==> src/include/plc_defs.svh <==
// Offsets, field positions, reset values and timing counts for the
// line and indicator configuration bank.
// Assumes a 16-bit register port and a 20 MHz core clock.
`ifndef PLC_DEFS_SVH
`define PLC_DEFS_SVH

// Register offsets (word addresses on the register port)
`define PLC_OFF_TERM 11'h30E
`define PLC_OFF_LDPROG 11'h404
`define PLC_OFF_GAIN 11'h40D
`define PLC_OFF_GENERAL_CONFIG 11'h456
`define PLC_OFF_LEDSEL 11'h460
`define PLC_OFF_BASIC_STATUS 11'h001

// Reset values
`define PLC_RST_TERM 16'h8400
`define PLC_RST_LDPROG 16'h0080
`define PLC_RST_GAIN 16'h0008
`define PLC_RST_GENERAL_CONFIG 16'h0008
`define PLC_RST_LEDSEL 16'h5665

// Writable masks; other bits read back their reset value
`define PLC_WMASK_TERM 16'hFFFC
`define PLC_WMASK_GAIN 16'hFFFF
`define PLC_WMASK_GENERAL_CONFIG 16'hFFFF

// Field positions
`define PLC_STR_CODE_HI 15
`define PLC_STR_CODE_LO 12
`define PLC_STR_OVR_BIT 11
`define PLC_CRS_CODE_HI 10
`define PLC_CRS_CODE_LO 7
`define PLC_CRS_OVR_BIT 6
`define PLC_GAIN_HI 4
`define PLC_GAIN_LO 0
`define PLC_SHORT_GAP_BIT 3

// Inter-packet gap times and derived cycle counts at 20 MHz
`define PLC_CLK_NS 50
`define PLC_GAP_LONG_NS 200
`define PLC_GAP_SHORT_NS 120
`define PLC_GAP_LONG_CYC \
    ((`PLC_GAP_LONG_NS + `PLC_CLK_NS - 1) / `PLC_CLK_NS)
`define PLC_GAP_SHORT_CYC \
    ((`PLC_GAP_SHORT_NS + `PLC_CLK_NS - 1) / `PLC_CLK_NS)

// Blink half period for blinking indicator sources
`define PLC_BLINK_CYC 20'd1000000

`endif

==> src/include/plc_pkg.sv <==
// Types for the line and indicator configuration bank.
// Assumes plc_defs.svh is compiled alongside.
package plc_pkg;

    // Indicator source codes
    typedef enum logic [3:0] {
        PLC_SRC_LINK = 4'h0,
        PLC_SRC_ACT = 4'h1,
        PLC_SRC_TX = 4'h2,
        PLC_SRC_RX = 4'h3,
        PLC_SRC_COL = 4'h4,
        PLC_SRC_SPD100 = 4'h5,
        PLC_SRC_SPD10 = 4'h6,
        PLC_SRC_FDX = 4'h7,
        PLC_SRC_LINK_BLINK = 4'h8,
        PLC_SRC_STRETCH = 4'h9,
        PLC_SRC_LINK100FD = 4'hA,
        PLC_SRC_LPI = 4'hB,
        PLC_SRC_MII_ERR = 4'hC,
        PLC_SRC_LINK_LOST = 4'hD,
        PLC_SRC_PRBS_ERR = 4'hE,
        PLC_SRC_RSVD = 4'hF
    } plc_src_t;

    // Live status from the PHY core
    typedef struct packed {
        logic link_up;
        logic tx_act;
        logic rx_act;
        logic collision;
        logic speed_100;
        logic full_duplex;
        logic act_stretch;
        logic lpi;
        logic mii_err;
        logic prbs_err;
        logic prbs_clear;
    } plc_status_t;

    // Line configuration towards the analog front end
    typedef struct packed {
        logic [3:0] straight_termination_code;
        logic straight_termination_override;
        logic [3:0] crossed_termination_code;
        logic crossed_termination_override;
        logic [4:0] rx_comparator_gain;
        logic short_gap_select;
        logic [2:0] min_gap_cycles;
    } plc_line_cfg_t;

endpackage

==> src/hw/plc_bank.sv <==
// Line termination, receive gain, gap and indicator source registers.
// Assumes a single clock domain and a simple strobe register port.
`timescale 1ns/1ps
`include "plc_defs.svh"

module plc_bank (
    input wire logic i_clk,
    input wire logic i_reset,
    input wire logic [10:0] i_addr,
    input wire logic [15:0] i_wdata,
    input wire logic i_wr,
    input wire logic i_rd,
    input wire plc_pkg::plc_status_t i_status,
    output logic [15:0] o_rdata,
    output plc_pkg::plc_line_cfg_t o_line_cfg,
    output logic [2:0] o_led
);

    // Register storage
    logic [15:0] term_reg;
    logic [15:0] ldprog_reg;
    logic [15:0] gain_reg;
    logic [15:0] general_config_reg;
    logic [15:0] ledsel_reg;
    logic [15:0] rdata_reg;
    plc_pkg::plc_line_cfg_t line_reg;
    logic [2:0] led_reg;
    // Sticky indicator states
    logic link_lost_reg;
    logic prbs_hold_reg;
    logic link_prev_reg;
    // Blink timer
    logic [19:0] blink_cnt_reg;
    logic blink_reg;

    logic link_drop;
    logic status_read;
    logic [2:0] led_next;

    // Falling link and read of the basic status word
    assign link_drop = link_prev_reg & ~i_status.link_up;
    assign status_read = i_rd && (i_addr == `PLC_OFF_BASIC_STATUS);

    // Register writes
    always_ff @(posedge i_clk)
    begin
        if (i_reset)
        begin
            term_reg <= `PLC_RST_TERM;
            ldprog_reg <= `PLC_RST_LDPROG;
            gain_reg <= `PLC_RST_GAIN;
            general_config_reg <= `PLC_RST_GENERAL_CONFIG;
            ledsel_reg <= `PLC_RST_LEDSEL;
        end
        else if (i_wr)
        begin
            case (i_addr)
                // Codes and override enables; bits 1-0 read zero
                `PLC_OFF_TERM: term_reg <= i_wdata & `PLC_WMASK_TERM;
                `PLC_OFF_LDPROG: ldprog_reg <= i_wdata;
                `PLC_OFF_GAIN: gain_reg <= i_wdata & `PLC_WMASK_GAIN;
                `PLC_OFF_GENERAL_CONFIG: general_config_reg <= i_wdata;
                `PLC_OFF_LEDSEL: ledsel_reg <= i_wdata;
                default: ;
            endcase
        end
    end

    // Read data, valid the cycle after the strobe
    always_ff @(posedge i_clk)
    begin
        if (i_reset)
            rdata_reg <= 16'h0000;
        else if (i_rd)
        begin
            case (i_addr)
                `PLC_OFF_TERM: rdata_reg <= term_reg;
                `PLC_OFF_LDPROG: rdata_reg <= ldprog_reg;
                `PLC_OFF_GAIN: rdata_reg <= gain_reg;
                `PLC_OFF_GENERAL_CONFIG: rdata_reg <= general_config_reg;
                `PLC_OFF_LEDSEL: rdata_reg <= ledsel_reg;
                // Unmapped addresses read zero
                default: rdata_reg <= 16'h0000;
            endcase
        end
        else
            rdata_reg <= 16'h0000;
    end

    // Line configuration outputs, registered
    always_ff @(posedge i_clk)
    begin
        if (i_reset)
            line_reg <= '0;
        else
        begin
            line_reg.straight_termination_code <=
                term_reg[`PLC_STR_CODE_HI:`PLC_STR_CODE_LO];
            line_reg.straight_termination_override <=
                term_reg[`PLC_STR_OVR_BIT];
            line_reg.crossed_termination_code <=
                term_reg[`PLC_CRS_CODE_HI:`PLC_CRS_CODE_LO];
            line_reg.crossed_termination_override <=
                term_reg[`PLC_CRS_OVR_BIT];
            line_reg.rx_comparator_gain <=
                gain_reg[`PLC_GAIN_HI:`PLC_GAIN_LO];
            line_reg.short_gap_select <=
                general_config_reg[`PLC_SHORT_GAP_BIT];
            // Gap length in clock cycles for the transmit path
            line_reg.min_gap_cycles <= general_config_reg[`PLC_SHORT_GAP_BIT]
                ? 3'(`PLC_GAP_SHORT_CYC)
                : 3'(`PLC_GAP_LONG_CYC);
        end
    end

    // Link-lost latch: set wins over the clearing read
    always_ff @(posedge i_clk)
    begin
        if (i_reset)
        begin
            link_lost_reg <= 1'b0;
            link_prev_reg <= 1'b0;
        end
        else
        begin
            link_prev_reg <= i_status.link_up;
            if (link_drop)
                link_lost_reg <= 1'b1;
            else if (status_read)
                link_lost_reg <= 1'b0;
        end
    end

    // PRBS error latch: one error lights it until counter clear
    always_ff @(posedge i_clk)
    begin
        if (i_reset)
            prbs_hold_reg <= 1'b0;
        else if (i_status.prbs_err)
            prbs_hold_reg <= 1'b1;
        else if (i_status.prbs_clear)
            prbs_hold_reg <= 1'b0;
    end

    // Blink timer for link-with-activity source
    always_ff @(posedge i_clk)
    begin
        if (i_reset)
        begin
            blink_cnt_reg <= 20'h00000;
            blink_reg <= 1'b0;
        end
        else if (blink_cnt_reg == `PLC_BLINK_CYC - 20'd1)
        begin
            blink_cnt_reg <= 20'h00000;
            blink_reg <= ~blink_reg;
        end
        else
            blink_cnt_reg <= blink_cnt_reg + 20'd1;
    end

    // Source multiplexer, one per indicator
    generate
        for (genvar g = 0; g < 3; g++)
        begin : g_led
            plc_pkg::plc_src_t sel;
            // Nibble g+1 of the selector word: first, second, third
            assign sel =
                plc_pkg::plc_src_t'(ledsel_reg[4*g+7 -: 4]);
            always_comb
            begin
                case (sel)
                    plc_pkg::PLC_SRC_LINK: led_next[g] = i_status.link_up;
                    plc_pkg::PLC_SRC_ACT:
                        led_next[g] = i_status.tx_act | i_status.rx_act;
                    plc_pkg::PLC_SRC_TX: led_next[g] = i_status.tx_act;
                    plc_pkg::PLC_SRC_RX: led_next[g] = i_status.rx_act;
                    plc_pkg::PLC_SRC_COL: led_next[g] = i_status.collision;
                    plc_pkg::PLC_SRC_SPD100:
                        led_next[g] = i_status.link_up & i_status.speed_100;
                    plc_pkg::PLC_SRC_SPD10:
                        led_next[g] = i_status.link_up & ~i_status.speed_100;
                    plc_pkg::PLC_SRC_FDX: led_next[g] = i_status.full_duplex;
                    // Link on, blinking during activity
                    plc_pkg::PLC_SRC_LINK_BLINK:
                        led_next[g] = i_status.link_up
                            & ~((i_status.tx_act | i_status.rx_act)
                            & blink_reg);
                    plc_pkg::PLC_SRC_STRETCH: led_next[g] = i_status.act_stretch;
                    plc_pkg::PLC_SRC_LINK100FD:
                        led_next[g] = i_status.link_up & i_status.speed_100
                            & i_status.full_duplex;
                    plc_pkg::PLC_SRC_LPI: led_next[g] = i_status.lpi;
                    plc_pkg::PLC_SRC_MII_ERR: led_next[g] = i_status.mii_err;
                    plc_pkg::PLC_SRC_LINK_LOST: led_next[g] = link_lost_reg;
                    plc_pkg::PLC_SRC_PRBS_ERR: led_next[g] = prbs_hold_reg;
                    // Reserved code keeps the indicator dark
                    default: led_next[g] = 1'b0;
                endcase
            end
        end
    endgenerate

    // Indicator outputs, registered
    always_ff @(posedge i_clk)
    begin
        if (i_reset)
            led_reg <= 3'b000;
        else
            led_reg <= led_next;
    end

    assign o_rdata = rdata_reg;
    assign o_line_cfg = line_reg;
    assign o_led = led_reg;
endmodule // plc_bank

==> config.mk <==
export PLATFORM = sky130hd
export DESIGN_NAME = plc_bank
export DESIGN_NICKNAME = d
export VERILOG_FILES = /design/src/include/plc_pkg.sv /design/src/hw/plc_bank.sv
export VERILOG_INCLUDE_DIRS = /design/src /design/src/include
export SDC_FILE = /design/constraint.sdc
export NUM_CORES = 1
export LEC_CHECK = 0
export BUFFER_PORTS_ARGS = -buffer_cell sky130_fd_sc_hd__buf_2
export CAP_MARGIN = 0
export CORE_MARGIN = 1
export CORE_UTILIZATION = 40
export CTS_CLUSTER_DIAMETER = 150
export DETAILED_ROUTE_END_ITERATION = 8
export PLACE_DENSITY_LB_ADDON = 0.25
export SLEW_MARGIN = 10
export SYNTH_ARGS = -nofsm -noshare
export SYNTH_HDL_FRONTEND = slang
export SYNTH_SLANG_ARGS = --single-unit
export TNS_END_PERCENT = 10
==> constraint.sdc <==
create_clock -name i_clk -period 5.55 [get_ports i_clk]
set_input_delay 0.8325 -clock i_clk [delete_from_list [all_inputs] [get_ports i_clk]]
set_output_delay 0.8325 -clock i_clk [all_outputs]
set_load 0.05 [all_outputs]
==> out/metrics.cfg <==
[outcome]
outcome=finished, final reports clean

[setup_path]
reg2reg_from=blink_cnt_reg[11]
path_class=in2reg
cp_max_fo=19
cp-start-kind=input pin
critPathMostFrequentCell=nand2_1
critPathBufInv=1
r2r_end=blink_cnt_reg[3]
reg2regPathDepth=4
r2r_slack_ps=3550
max_stage_delay_ps=1020
crit_arrival_ps=3520
required_ps=5820
end_kind=register
worstPathCellList=buf_2, or3b_1, nor4_4, nand2_1, nand2_1, a21oi_2
cpMaxStageDelayCell=nor4_4
cp_top_family=simple AND/OR/NAND/NOR gates

[global_routing]
grt_overflow=0
track_usage_pct=21.4
grt_pass1_wl_um=24300
grt_max_degree=100
antenna_found_initial=0
grt_pass1_vias=4817

[clocking]
ctsLongestPathBuffers=2
root_buffer=clkbuf_16
clk_pin_slew_ps=60
clock_sinks=138
cts.repair.resized=0
cts_tree=done
cts_made_buffers=17
h-tree-depth=4
postCtsSetupBuffers=0
clk_latency_ps=430
cts-hold-fix-buffers=0

[yosys]
syn_area_mm2=0.00584
async_reset_ff_share_pct=0
ys_seq_area_share_pct=47.3
ys_types=50
synth_ff_type=dfxtp_1
synth-edff-count=0
synth_seq_cells=138
syn_area_per_cell_um2=8.57
synth.area.top_cells=dfxtp_1, nand2_1, a21oi_1
synth_nets=725
synth_top_area_share_pct=47.3
yosys_warnings=0
yosysTopAreaCell=dfxtp_1
syn_inst=682

[floorplan]
io_pins=80
num_rows=43
dieHeight_um=123
dieArea_mm2=0.0151
coreArea_mm2=0.0140
die_w_um=123
start_util_pct=41.6

[hold_path]
hp-class=reg2reg
hp-start=gain_reg[10]
hold_depth=2
holdPathEnd=gain_reg[10]

[cells_and_area]
regArea_mm2=0.00276
num_antenna_cells=0
fillerInstances=1346
final_cells=932
nets=782
syn_to_final_growth_pct=17.1
drive_above_1_share_pct=18.6
largest_reg_flops=20
multiInputGateArea_mm2=0.00282

[route]
drtIter0Drc=376
routed_wl_um=15100
via_per_inst=5.41
firstDrtPassIters=5
wire_per_inst_um=16.2
drc_errors=0
num_vias=5045
drtAntennaViolNets=0

[placed_design]
io_buffer_count=79
dpl.cell_count=900
dpl.hpwl_um=10100
gp_congestion=0.862

[timing]
final-setup-viol-count=0
post-route-period-util_pct=58.6
hold_violations=0
tightest_slew_ps=1120
finalMaxSlewViolations=0
post-route-min-period_ps=3250
fmax_mhz=307
fin_setup_tns_ps=0
finClkSkew_ps=10.0
fin_hold_ws_ps=452
rsz0062_at_grt=no
slew_headroom_pct=24.7

[power]
p_per_area_mw_per_mm2=322
ir_drop_mv=0.218
p_total_mw=2.20
leakage_nw=2.49

[run]
cap_violations=0

-- worst max-delay path by stage --
stage                           to  startpoint  depth (start not counted)
global placement    ledsel_reg[15]   i_addr[9]                          6
floorplan           ledsel_reg[13]   i_addr[9]                          7
CTS                 ledsel_reg[15]   i_addr[9]                          6
detailed placement  ledsel_reg[15]   i_addr[9]                          6
global route        ledsel_reg[13]   i_addr[9]                          6
finish              ledsel_reg[15]   i_addr[9]                          6
-- cells in the final DEF, fill, tap and decap left out, drive strengths merged, types with 3 or more instances in the layout --
cell | Yosys | layout
nand2 | 181 | 181
dfxtp | 138 | 138
buf | 24 | 83
a21oi | 82 | 82
nor2 | 27 | 27
nor2b | 25 | 25
a22oi | 24 | 24
clkbuf | 21 | 24
nand3b | 22 | 22
xor2 | 11 | 11
nor3 | 10 | 10
a222oi | 9 | 9
nand3 | 8 | 8
xnor2 | 8 | 8
mux2i | 8 | 8
a31oi | 8 | 8
o21ai | 8 | 8
nand4 | 6 | 6
nand2b | 6 | 6
o31ai | 6 | 6
and2 | 5 | 5
inv | 4 | 5
nor4 | 5 | 5
clkinv | 0 | 5
or4 | 4 | 4
o21bai | 3 | 3
a2111oi | 3 | 3
a311oi | 3 | 3
o211ai | 3 | 3
or3b | 3 | 3
-- cell type report --
class | count | share of cell area [%]
multi-input cells | 495 | 41.2
clock buffers | 24 | 7.48
inverters | 4 | 0.219
well taps | 180 | 3.29
clock inverters | 8 | 1.21
flip-flops and latches | 138 | 40.4
repair buffers | 83 | 6.25
-- worst register-to-register path, stage by stage, from the launching register on --
cell and delay, ps:
dfxtp_1 360, or4b_2 680, nor4_1 330, or2_2 410
nor2_1 100
-- power breakdown --
group          total [mW]  internal [mW]  switching [mW]
clock                1.11          0.689           0.425
sequential           1.00          0.997         0.00424
combinational      0.0897         0.0289          0.0608
total                2.20           1.71           0.490
-- cell usage after synthesis, types with 9 or more instances --
cell,instances
a21oi_1,70
a21oi_2,12
a222oi_1,9
a22oi_1,24
buf_2,9
clkbuf_1,21
dfxtp_1,138
nand2_1,181
nand3b_1,22
nor2_1,27
nor2b_1,25
xor2_1,11
-- through the flow --
step           cell area [µm²]  setup slack [ps]  util [%]
5_1_grt                   6840              2170      48.7
6_report                  6840              2300      48.7
2_1_floorplan             5840              3110         -
4_1_cts                   6840              2340      48.7
3_3_place_gp              6250              1960      44.5
3_5_place_dp              6250              1890      44.5
-- kinds of logic (layout without fill, tap and decap cells) --
kind of cell             after synthesis  count (layout)  share of synthesized area, %
buffers and inverters                 49             119                          4.50
XOR/XNOR                              19              19                          2.85
multiplexers                           8               8                          1.37
adder cells (fa/ha/maj)                1               1                         0.214
AO/OA/AOI/OAI                        152             152                          17.0
AND/OR/NAND/NOR                      315             315                          26.8
flip-flops                           138             138                          47.3
-- per-layer routing --
layer / vias to the layer above / share of wire [%] / GRT usage, %
met5: - / 0 / 0
li1: 2487 / - / -
met4: 0 / 1.6 / 8.54
met3: 18 / 6.2 / 5.90
met2: 149 / 46 / 33.4
met1: 2391 / 46 / 27.7
Power figures use the tool's default switching activity.
